`config.mk`:
```
export PLATFORM = sky130hd
export DESIGN_NAME = tws_shifter
export DESIGN_NICKNAME = d
export VERILOG_FILES = /design/src/rtl/tws_pkg.sv /design/src/rtl/tws_shifter.sv /design/src/rtl/tws_sync.sv
export SDC_FILE = /design/constraint.sdc
export NUM_CORES = 1
export LEC_CHECK = 0
export ABC_CLOCK_PERIOD_IN_PS = 3200
export CAP_MARGIN = 30
export CORE_UTILIZATION = 60
export DETAILED_ROUTE_END_ITERATION = 7
export DONT_BUFFER_PORTS = 1
export GPL_TIMING_DRIVEN = 0
export PLACE_DENSITY = 0.78
export SKIP_CTS_REPAIR_TIMING = 1
export SLEW_MARGIN = 20
export SYNTH_ARGS = -nofsm -noshare
export SYNTH_HDL_FRONTEND = slang
export SYNTH_SLANG_ARGS = --single-unit
```
`constraint.sdc`:
```
create_clock -name pclk -period 3.2 [get_ports pclk]
set_input_delay 0.64 -clock pclk [delete_from_list [all_inputs] [get_ports pclk]]
set_output_delay 0.64 -clock pclk [all_outputs]
set_load 0.005 [all_outputs]
```
`src/rtl/tws_pkg.sv`:
```
package tws_pkg;

   // ======================================================
   // Timing
   // ======================================================
   localparam int unsigned CLK_PERIOD_NS = 5;
   localparam int unsigned INSTR_CYCLE_NS = 1000;
   localparam int unsigned TC_CYCLES = (INSTR_CYCLE_NS + CLK_PERIOD_NS - 1) / CLK_PERIOD_NS;
   // Half periods of the master shift clock: 1, 2 and 4 instruction cycles
   localparam logic [9:0] HALF_2TC = 10'(TC_CYCLES);
   localparam logic [9:0] HALF_4TC = 10'(2 * TC_CYCLES);
   localparam logic [9:0] HALF_8TC = 10'(4 * TC_CYCLES);
   localparam logic [9:0] CNT_ONE = 10'h001;
   localparam logic [2:0] LAST_BIT = 3'h7;
   localparam logic [2:0] BIT_ONE = 3'h1;

   // ======================================================
   // Register map (byte addresses)
   // ======================================================
   localparam logic [7:0] ADDR_CONTROL = 8'h00;
   localparam logic [7:0] ADDR_PORT_G = 8'h04;
   localparam logic [7:0] ADDR_PSW = 8'h08;
   localparam logic [7:0] ADDR_SHIFT = 8'h0c;
   localparam logic [7:0] ADDR_IRQ_STATUS = 8'h10;
   localparam logic [7:0] ADDR_IRQ_MASK = 8'h14;

   // ======================================================
   // Field positions
   // ======================================================
   localparam int unsigned CTRL_SERIAL_SELECT = 0;
   localparam int unsigned CTRL_RATE_LO = 1;
   localparam int unsigned CTRL_RATE_HI = 2;
   localparam int unsigned PG_BIT4 = 4;
   localparam int unsigned PG_BIT5 = 5;
   localparam int unsigned PG_BIT6 = 6;
   localparam int unsigned PSW_BUSY = 0;
   localparam int unsigned IRQ_DONE = 0;

   // ======================================================
   // Reset values
   // ======================================================
   localparam logic [2:0] CONTROL_RESET = 3'h0;
   localparam logic [2:0] PORT_G_RESET = 3'h0;
   localparam logic [7:0] SHIFT_RESET = 8'h00;

   // ======================================================
   // Transfer state
   // ======================================================
   typedef enum logic [1:0] {
      TWS_IDLE = 2'b01,
      TWS_SHIFT = 2'b10
   } tws_state_t;

endpackage : tws_pkg

```
`src/rtl/tws_shifter.sv`:
```
// Summary of operation
// - Eight-bit shift register between data pins.
// - Internal clock is master, external is slave.
// - Port works only with serial_select set.
// - Master clock period two, four, eight cycles.
// - Busy starts shifting, clears after eight bits.
// - Software clearing busy aborts transfer early.
// - Enabled interrupt after eight bits shifted.
// - Shift clock rests low when idle.
// - Master generates clock and initiates exchanges.
// - Bit4 drives output, bit5 picks clock source.
// - Normal phase: sample rising, shift falling.
// - Alternate phase shifts on rising edge.
// - Bit6 selects normal or alternate phase.
// - Phase select resets to normal.
`timescale 1ns/1ps
`default_nettype none

module tws_shifter
   import tws_pkg::*;
(
   input wire logic pclk, // System clock, 200 MHz
   input wire logic presetn, // Asynchronous reset, active low
   input wire logic psel, // APB select
   input wire logic penable, // APB access phase
   input wire logic pwrite, // APB direction, high for write
   input wire logic [7:0] paddr, // APB byte address
   input wire logic [31:0] pwdata, // APB write data
   output logic [31:0] prdata, // APB read data
   output logic pready, // APB ready
   output logic pslverr, // APB error on unmapped address
   output logic irq, // Level interrupt
   input wire logic serial_in_pin, // Serial data input pin
   output logic serial_out_o, // Serial data output pin value
   output logic serial_out_oe, // Serial data output enable
   input wire logic shift_clock_pin_i, // Shift clock pin level
   output logic shift_clock_pin_o, // Shift clock pin drive value
   output logic shift_clock_pin_oe // Shift clock pin output enable
);

   // ======================================================
   // Declarations
   // ======================================================
   logic [2:0] control;
   logic [2:0] port_g;
   logic [7:0] serial_shift_reg;
   logic irq_status;
   logic irq_mask;
   tws_state_t state;
   tws_state_t next_state;
   logic [2:0] bit_cnt;
   logic [9:0] half_cnt;
   logic [9:0] half_period;
   logic sk_master;
   logic sk_sync;
   logic sk_prev;
   logic si_sync;
   logic in_bit;
   logic serial_select;
   logic port_g_bit4;
   logic port_g_bit5;
   logic clock_phase_select;
   logic busy;
   logic active;
   logic is_master;
   logic tick;
   logic rise;
   logic fall;
   logic shift_edge;
   logic last_edge;
   logic setup_phase;
   logic access_wr;
   logic access_rd;
   logic wr_psw;
   logic wr_shift;
   logic rd_irq;

   // ======================================================
   // Pin input synchronisers
   // ======================================================
   // Both incoming pins pass two flip-flops before use
   tws_sync u_sync_sk
   (
      .pclk(pclk),
      .presetn(presetn),
      .async_in(shift_clock_pin_i),
      .sync_out(sk_sync)
   );

   tws_sync u_sync_si
   (
      .pclk(pclk),
      .presetn(presetn),
      .async_in(serial_in_pin),
      .sync_out(si_sync)
   );

   // ======================================================
   // Decoded controls
   // ======================================================
   // Control fields
   assign serial_select = control[CTRL_SERIAL_SELECT];
   assign port_g_bit4 = port_g[PG_BIT4 - PG_BIT4];
   assign port_g_bit5 = port_g[PG_BIT5 - PG_BIT4];
   assign clock_phase_select = port_g[PG_BIT6 - PG_BIT4];
   assign busy = (state == TWS_SHIFT);
   assign is_master = port_g_bit5;
   assign active = busy && serial_select;

   // Master half period from the rate select bits
   assign half_period = control[CTRL_RATE_HI] ? HALF_8TC : (control[CTRL_RATE_LO] ? HALF_4TC : HALF_2TC);

   // ======================================================
   // APB decode
   // ======================================================
   // Zero wait states; read data is captured in the setup cycle
   assign pready = 1'b1;
   assign setup_phase = psel && !penable;
   assign access_wr = psel && penable && pwrite;
   assign access_rd = psel && penable && !pwrite;
   assign wr_psw = access_wr && (paddr == ADDR_PSW);
   assign wr_shift = access_wr && (paddr == ADDR_SHIFT);
   assign rd_irq = access_rd && (paddr == ADDR_IRQ_STATUS);

   // Configuration registers written by software
   always_ff @(posedge pclk or negedge presetn)
   begin
      if (!presetn)
      begin
         control <= CONTROL_RESET;
         port_g <= PORT_G_RESET;
         irq_mask <= 1'b0;
      end
      else if (access_wr)
      begin
         if (paddr == ADDR_CONTROL)
         begin
            control <= pwdata[CTRL_RATE_HI:CTRL_SERIAL_SELECT];
         end
         if (paddr == ADDR_PORT_G)
         begin
            port_g <= pwdata[PG_BIT6:PG_BIT4];
         end
         if (paddr == ADDR_IRQ_MASK)
         begin
            irq_mask <= pwdata[IRQ_DONE];
         end
      end
   end

   // Read data and error, registered during the setup cycle
   always_ff @(posedge pclk or negedge presetn)
   begin
      if (!presetn)
      begin
         prdata <= 32'h0000_0000;
         pslverr <= 1'b0;
      end
      else if (setup_phase)
      begin
         prdata <= 32'h0000_0000;
         pslverr <= 1'b0;
         unique case (paddr)
            ADDR_CONTROL: prdata[CTRL_RATE_HI:CTRL_SERIAL_SELECT] <= control;
            ADDR_PORT_G: prdata[PG_BIT6:PG_BIT4] <= port_g;
            ADDR_PSW: prdata[PSW_BUSY] <= busy;
            ADDR_SHIFT: prdata[7:0] <= serial_shift_reg;
            ADDR_IRQ_STATUS: prdata[IRQ_DONE] <= irq_status;
            ADDR_IRQ_MASK: prdata[IRQ_DONE] <= irq_mask;
            default: pslverr <= 1'b1;
         endcase
      end
   end

   // ======================================================
   // Transfer state
   // ======================================================
   // Software start and abort win over hardware completion
   always_comb
   begin
      next_state = state;
      if (wr_psw)
      begin
         next_state = pwdata[PSW_BUSY] ? TWS_SHIFT : TWS_IDLE;
      end
      else if (last_edge)
      begin
         next_state = TWS_IDLE;
      end
   end

   // State register
   always_ff @(posedge pclk or negedge presetn)
   begin
      if (!presetn)
      begin
         state <= TWS_IDLE;
      end
      else
      begin
         state <= next_state;
      end
   end

   // ======================================================
   // Master shift clock generator
   // ======================================================
   // Counts half periods while a master transfer is active
   assign tick = active && is_master && (half_cnt == half_period - CNT_ONE);

   always_ff @(posedge pclk or negedge presetn)
   begin
      if (!presetn)
      begin
         half_cnt <= 10'h000;
      end
      else if (!(active && is_master) || tick)
      begin
         half_cnt <= 10'h000;
      end
      else
      begin
         half_cnt <= half_cnt + CNT_ONE;
      end
   end

   // Clock toggles on each tick, the last one too, then drops once idle
   always_ff @(posedge pclk or negedge presetn)
   begin
      if (!presetn)
      begin
         sk_master <= 1'b0;
      end
      else if (!(active && is_master) || (wr_psw && !pwdata[PSW_BUSY]))
      begin
         sk_master <= 1'b0;
      end
      else if (tick)
      begin
         sk_master <= !sk_master;
      end
   end

   // ======================================================
   // Shift clock edges
   // ======================================================
   // Previous synchronised slave clock level for edge finding
   always_ff @(posedge pclk or negedge presetn)
   begin
      if (!presetn)
      begin
         sk_prev <= 1'b0;
      end
      else
      begin
         sk_prev <= sk_sync;
      end
   end

   // Edges from the internal or the external clock
   assign rise = is_master ? (tick && !sk_master) : (active && sk_sync && !sk_prev);
   assign fall = is_master ? (tick && sk_master) : (active && !sk_sync && sk_prev);

   assign shift_edge = clock_phase_select ? rise : fall;
   assign last_edge = active && shift_edge && (bit_cnt == LAST_BIT);

   // ======================================================
   // Shift register and bit counter
   // ======================================================
   // Input bit captured on the rising edge in normal phase
   always_ff @(posedge pclk or negedge presetn)
   begin
      if (!presetn)
      begin
         in_bit <= 1'b0;
      end
      else if (active && rise)
      begin
         in_bit <= si_sync;
      end
   end

   // Eight-bit shift register, MSB leaves first
   always_ff @(posedge pclk or negedge presetn)
   begin
      if (!presetn)
      begin
         serial_shift_reg <= SHIFT_RESET;
      end
      else if (wr_shift)
      begin
         serial_shift_reg <= pwdata[7:0];
      end
      else if (active && shift_edge)
      begin
         if (clock_phase_select)
         begin
            serial_shift_reg <= {serial_shift_reg[6:0], si_sync};
         end
         else
         begin
            serial_shift_reg <= {serial_shift_reg[6:0], in_bit};
         end
      end
   end

   // Bits shifted in the current transfer
   always_ff @(posedge pclk or negedge presetn)
   begin
      if (!presetn)
      begin
         bit_cnt <= 3'h0;
      end
      else if (wr_psw)
      begin
         bit_cnt <= 3'h0;
      end
      else if (active && shift_edge)
      begin
         bit_cnt <= bit_cnt + BIT_ONE;
      end
   end

   // ======================================================
   // Interrupt
   // ======================================================
   // Completion flag; a new completion wins over the read clear, and a read
   // clears only a set bit that it returned, so no completion is lost
   always_ff @(posedge pclk or negedge presetn)
   begin
      if (!presetn)
      begin
         irq_status <= 1'b0;
      end
      else if (last_edge && !wr_psw)
      begin
         irq_status <= 1'b1;
      end
      else if (rd_irq && prdata[IRQ_DONE])
      begin
         irq_status <= 1'b0;
      end
   end

   assign irq = irq_status && irq_mask;

   // ======================================================
   // Pin drive
   // ======================================================
   // Output and clock pins are routed only with serial_select set
   assign serial_out_o = serial_shift_reg[7];
   assign serial_out_oe = serial_select && port_g_bit4;
   assign shift_clock_pin_o = sk_master;
   assign shift_clock_pin_oe = serial_select && port_g_bit5;

endmodule : tws_shifter

`default_nettype wire

```
`src/rtl/tws_sync.sv`:
```
`timescale 1ns/1ps
`default_nettype none

module tws_sync
   import tws_pkg::*;
(
   input wire logic pclk, // System clock
   input wire logic presetn, // Asynchronous reset, active low
   input wire logic async_in, // Level from outside the clock domain
   output logic sync_out // Level after two flip-flops
);

   logic meta;

   // ======================================================
   // Two-stage synchroniser
   // ======================================================
   always_ff @(posedge pclk or negedge presetn)
   begin
      if (!presetn)
      begin
         meta <= 1'b0;
         sync_out <= 1'b0;
      end
      else
      begin
         meta <= async_in;
         sync_out <= meta;
      end
   end

endmodule : tws_sync

`default_nettype wire

```
# Word level (Yosys, flattened, before mapping)
# Cells that the tools add are included.
[totals] register_bits=47 out_inout_bits=39 elab_cells=97
[classes] n_addsub=3 eq_ne=8 muxes=24 reduce_logical=45
[op_table] cell="logical AND 1 bit" n=25
[op_table] cell="2-to-1 mux 10 bit" n=2
[op_table] cell="equality test 8 x 4 -> 1 bit, second input constant" n=2
[op_table] cell="equality test 8 x 5 -> 1 bit, second input constant" n=2
[op_table] cell="2-to-1 mux 8 bit" n=2
[op_table] cell="2-to-1 mux 1 bit" n=11
[op_table] cell="adder 10 x 1 -> 10 bit, second input constant" n=1
[op_table] cell="equality test 10 bit" n=1
[op_table] cell="nonzero test 2 bit" n=5
[op_table] cell="subtractor 10 x 1 -> 10 bit, second input constant" n=1
[op_table] cell="2-to-1 mux 9 bit" n=1
[op_table] cell="equality test 8 x 3 -> 1 bit, second input constant" n=1
[op_table] cell="zero test 1 bit" n=8
[op_table] cell="zero test 8 bit" n=1
[op_table] cell="2-to-1 mux 2 bit" n=3
[op_table] cell="2-to-1 mux 3 bit" n=2
[op_table] cell="case mux 3 bit (2 select lines)" n=1
[op_table] cell="AND reduction 2 bit" n=3
[op_table] cell="OR reduction 6 bit" n=1
[op_table] cell="case mux 1 bit (5 select lines)" n=1
[op_table] cell="case mux 2 bit (2 select lines)" n=1
[op_table] cell="adder 3 x 1 -> 3 bit, second input constant" n=1
[op_table] cell="equality test 3 bit, second input constant" n=1
[op_table] cell="equality test 2 bit, second input constant" n=1
[op_table] cell="logical OR 1 bit" n=2

# Longest topological paths before layout
[logic_depth] word_depth=12 ltp_mapped=9 ltp_nobuf=7

# Modules after synthesis
# A second synthesis with hierarchy kept.
[hier_totals] cells_unflattened=266 hier_area_um2=2623.8
[modules_own_cells] mod="tws_shifter" instances=1 cells_each=262 area_each_um2=2523.7
[modules_own_cells] mod="tws_sync" instances=2 cells_each=2 area_each_um2=50.0

# Worst setup path before layout
# No wires, ideal clock.
[synth_timing] path_type="flip-flop to flip-flop" start="register control[2]" end="register in_bit" setup_ns=0.125 t_arrival_ns=1.972 setup_slack_ns=1.103 path_stages_with_launch=6 path_cell_list="dfrtp_1 -> or4b_1 -> o22a_1 -> or2_2 -> o31ai_1 -> mux2_2"
[synth_via] elab_chain_cells=7
[synth_rtl] item="from (decl)" line="tws_shifter.sv:44" rtl="logic [2:0] control;"
[synth_rtl] item="from (signal assigned)" line="tws_shifter.sv:138" rtl="control <= pwdata[CTRL_RATE_HI:CTRL_SERIAL_SELECT];"
[synth_rtl] item="2-to-1 mux 10 bit" line="tws_shifter.sv:111" rtl="assign half_period = control[CTRL_RATE_HI] ? HALF_8TC : (control[CTRL_RATE_LO] ? HALF_4TC : HALF_2TC);"
[synth_rtl] item="subtractor 10 x 1 -> 10 bit" line="tws_shifter.sv:209" rtl="assign tick = active && is_master && (half_cnt == half_period - CNT_ONE);"
[synth_rtl] item="equality test 10 bit" line="tws_shifter.sv:209"
[synth_rtl] item="logical AND 1 bit" line="tws_shifter.sv:209"
[synth_rtl] item="logical AND 1 bit" line="tws_shifter.sv:261" rtl="assign rise = is_master ? (tick && !sk_master) : (active && sk_sync && !sk_prev);"
[synth_rtl] item="2-to-1 mux 1 bit" line="tws_shifter.sv:261"
[synth_rtl] item="logical AND 1 bit" line="tws_shifter.sv:277" rtl="else if (active && rise)"
[synth_rtl] item="to (signal assigned)" line="tws_shifter.sv:279" rtl="in_bit <= si_sync;"
[synth_rtl] item="to (decl)" line="tws_shifter.sv:58" rtl="logic in_bit;"
# Every way passes these cells.
# A chain may end at the register's enable or synchronous reset.

# Worst setup path in the final report
[layout_timing] start="register control[2]" end="register serial_shift_reg[4]"
[layout_via] elab_chain_cells=9 word_cells_on_any_way=11 classes_between="1 x add/sub; 1 x eq/ne; 4 x mux; 5 x reduce/logical"
[layout_rtl] item="2-to-1 mux 10 bit *" line="tws_shifter.sv:111"
[layout_rtl] item="subtractor 10 x 1 -> 10 bit *" line="tws_shifter.sv:209"
[layout_rtl] item="equality test 10 bit *" line="tws_shifter.sv:209"
[layout_rtl] item="logical AND 1 bit *" line="tws_shifter.sv:209"
[layout_rtl] item="logical AND 1 bit, on equally long branches" line="tws_shifter.sv:262, tws_shifter.sv:261"
[layout_rtl] item="2-to-1 mux 1 bit, on equally long branches" line="tws_shifter.sv:262, tws_shifter.sv:261"
[layout_rtl] item="2-to-1 mux 1 bit *" line="tws_shifter.sv:264" rtl="assign shift_edge = clock_phase_select ? rise : fall;"
[layout_rtl] item="logical AND 1 bit *" line="tws_shifter.sv:294" rtl="else if (active && shift_edge)"
[layout_rtl] item="nonzero test 2 bit (no source line) *"
[layout_rtl] item="to (signal assigned)" line="tws_shifter.sv:292" rtl="serial_shift_reg <= pwdata[7:0];"
[layout_rtl] item="to (signal assigned)" line="tws_shifter.sv:298" rtl="serial_shift_reg <= {serial_shift_reg[6:0], si_sync};"
[layout_rtl] item="to (signal assigned)" line="tws_shifter.sv:302" rtl="serial_shift_reg <= {serial_shift_reg[6:0], in_bit};"
[layout_rtl] item="to (decl)" line="tws_shifter.sv:46" rtl="logic [7:0] serial_shift_reg;"
# Every way passes the cells marked *; elsewhere a longest branch is shown, timed or not.

==> metrics <==
Distinct cells, synth=48; crit-path cells=or4b_1 > o22a_1 > nor4_1 > o21a_1 > buf_6 > buf_12 > mux2i_1 > a21oi_1; Final min period=2.27 ns; Largest register FFs=10; clock tree root driver cell=clkbuf_8; top_reg_cell synth=dfrtp_1; WL/cell=13.6 microns; Chip Height=65.8 microns; total of max-cap violations=0; total power=1.11 mW; DRC Markers=0; Setup-failing EPs final=0; Area Overhead vs Synth=10.8%; leading area contributor after synthesis=dfrtp_1; Clock transition at path regs=0.09 ns; CP Capture Type=flip-flop; Yosys reg bits=47; Initial Util=64.8%; Die ar.=0.00433 sq mm; dpl cell area=0.00259 sq mm; HPWL after detailed placement=3230 microns; Routed Wire Length=4370 microns; Final GP Congestion=0.833; Post-Syn Instances=243; CP Max Fanout=10; global-route wire length before repair=7150 microns; initial antenna violation count=0; clk buf depth=2; violation count after the first detailed-route iteration=146; WP buf/inv=2; Ys Warns=0; Worst Hold Slack=0.0248 ns; slowest CP cell=or4b_1; core area=0.00377 sq mm; total global-route track usage=22.0%; most frequent cells after synthesis=dfrtp_1, nor2_1, buf_4; critical path's top delay family=simple AND/OR/NAND/NOR gates; sequential share of power=54.9%; Finished Layout Cells=322; Power per Cell Area=410 mW/mm^2; n_diodes=0; H-tree depth=2; I/O pins=86; sw frac=20.3%; Peak Freq=441 MHz; Die Wd=65.8 microns; register area share after synthesis=48.2%; total CTS buffers=5; FFs w/ async S/R, synth=100%; status=finished, final reports clean; Clk pwr share=40.1%; Critical Path Source Type=flip-flop; Post-synth EDFFs=0; largest net degree at the start of global routing=48; synthesized area=0.00244 sq mm; vias=1718; flop-to-flop setup slack=0.93 ns; RSZ-0062 raised after global routing=false; ANT nets after route=0; Synth area leaders=dfrtp_1, buf_4, mux2i_1; share of post-route cells with drive strength above 1=17.9%; input/output buffers=0; worst hold path class=input pin to asynchronous set/reset pin; DR vias/cell=5.34; final worst-path cycle share=70.9%; CP peak stage delay=0.53 ns; Final Max Slew Viols=0; count leader, synth=dfrtp_1; Worst-Skew Late Latency=0.30 ns; TNS Setup=0 ns; Slew @ Worst Pin=0.795 ns; Inst Count DP=314; Sw Pwr=225 uW; clk sink count=47; clk_skew=0.00826 ns; fillers=295; CP Class=flip-flop to flip-flop; Rows=22; Congestion Overflow GR=0; TritonCTS clock tree=built; worst endpoint data arrival time=2.44 ns; Final #Nets=323; Hold Fails Final Rpt=0; Synth top area share=47.1%; required time of the critical path=3.37 ns; combinational power share=5.0%; Int Pwr=885 uW; Mean Syn Cell Area=10.1 sq um; relative slew slack=46.5%; via count of the first global-routing pass=1654; Pre-antenna DRT Iters=4; Lkg Pwr=1.17 nW; Design Area, Final=0.00271 sq mm; maximum VDD drop=0.377 mV
-- stage by stage --
step / util [%] / setup WS [ns]
floorplan: - / 1.10
global placement: 68.7 / 0.852
detailed placement: 68.7 / 0.823
CTS: 71.8 / 0.928
global route: 71.8 / 0.782
finish: 71.8 / 0.933
-- logic make-up (layout without fill, tap and decap cells) --
| kind of cell | after synthesis | count (layout) | synth area share [%] |
|---|---|---|---|
| adder cells (fa/ha/maj) | 3 | 3 | 1.54 |
| XOR/XNOR | 10 | 10 | 3.58 |
| buffers and inverters | 41 | 49 | 11.1 |
| flip-flops | 47 | 47 | 48.2 |
| AO/OA/AOI/OAI | 41 | 41 | 10.5 |
| multiplexers | 18 | 18 | 7.73 |
| AND/OR/NAND/NOR | 81 | 81 | 17.1 |
| other | 2 | 25 | 0.307 |
-- layout by cell type (no fill, tap or decap), types with 7 or more instances in the layout --
cell type,count
a21oi_1,10
buf_4,25
clkbuf_1,9
conb_1,25
dfrtp_1,46
mux2_2,7
mux2i_1,11
nand2_1,16
nand3_1,7
nor2_1,26
o21ai_0,12
-- cell type report --
cell class	instances	area, sq um	area share, %
plain buffers	36	253	9.33
clock buffers	6	82.6	3.05
clock inverters	2	35.0	1.29
inverters	5	18.8	0.693
multi-input cells	178	1080	40.0
flip-flops and latches	47	1180	43.5
well taps	48	60.1	2.22
-- worst reg2reg max path, delay by kind of cell, from the launching register on --
kind	cells	cell delay [ns]
buf+inv	2	0.27
flops	1	0.43
compound gates	3	0.49
simple gates	2	0.76
mux	1	0.19
-- routing by layer --
layer  wire [microns]  global-route usage (%)  vias to the layer above  share of wire (%)
met5                0                       0                        -                  0
li1                 -                       -                      848                  -
met3              301                    6.38                        6                6.9
met1             1810                    25.7                      812                 41
met2             2230                    38.9                       52                 51
met4               33                    5.98                        0               0.75
-- worst paths after layout --
kind | endpoint | startpoint | depth (start not counted)
hold / removal | prdata[0] | presetn | 0
max in group asynchronous | state[0] | presetn | 0
setup / recovery | serial_shift_reg[4] | control[2] | 8
hold reg to reg | u_sync_si.sync_out | u_sync_si.meta | 0
min in group pclk | u_sync_si.sync_out | u_sync_si.meta | 0
setup reg to reg | serial_shift_reg[4] | control[2] | 8
-- power by group through the flow --
| stage | combinational (mW) | clock (mW) | sequential (mW) |
|---|---|---|---|
| after floorplan | 0.0496 | 0 | 0.619 |
| after global placement | 0.0531 | 0 | 0.621 |
| after detailed placement | 0.0541 | 0 | 0.621 |
| after CTS | 0.0542 | 0.451 | 0.609 |
| after global routing | 0.0622 | 0.481 | 0.611 |
| final | 0.0553 | 0.446 | 0.609 |
No activity file was read; power rests on OpenSTA's default activity.
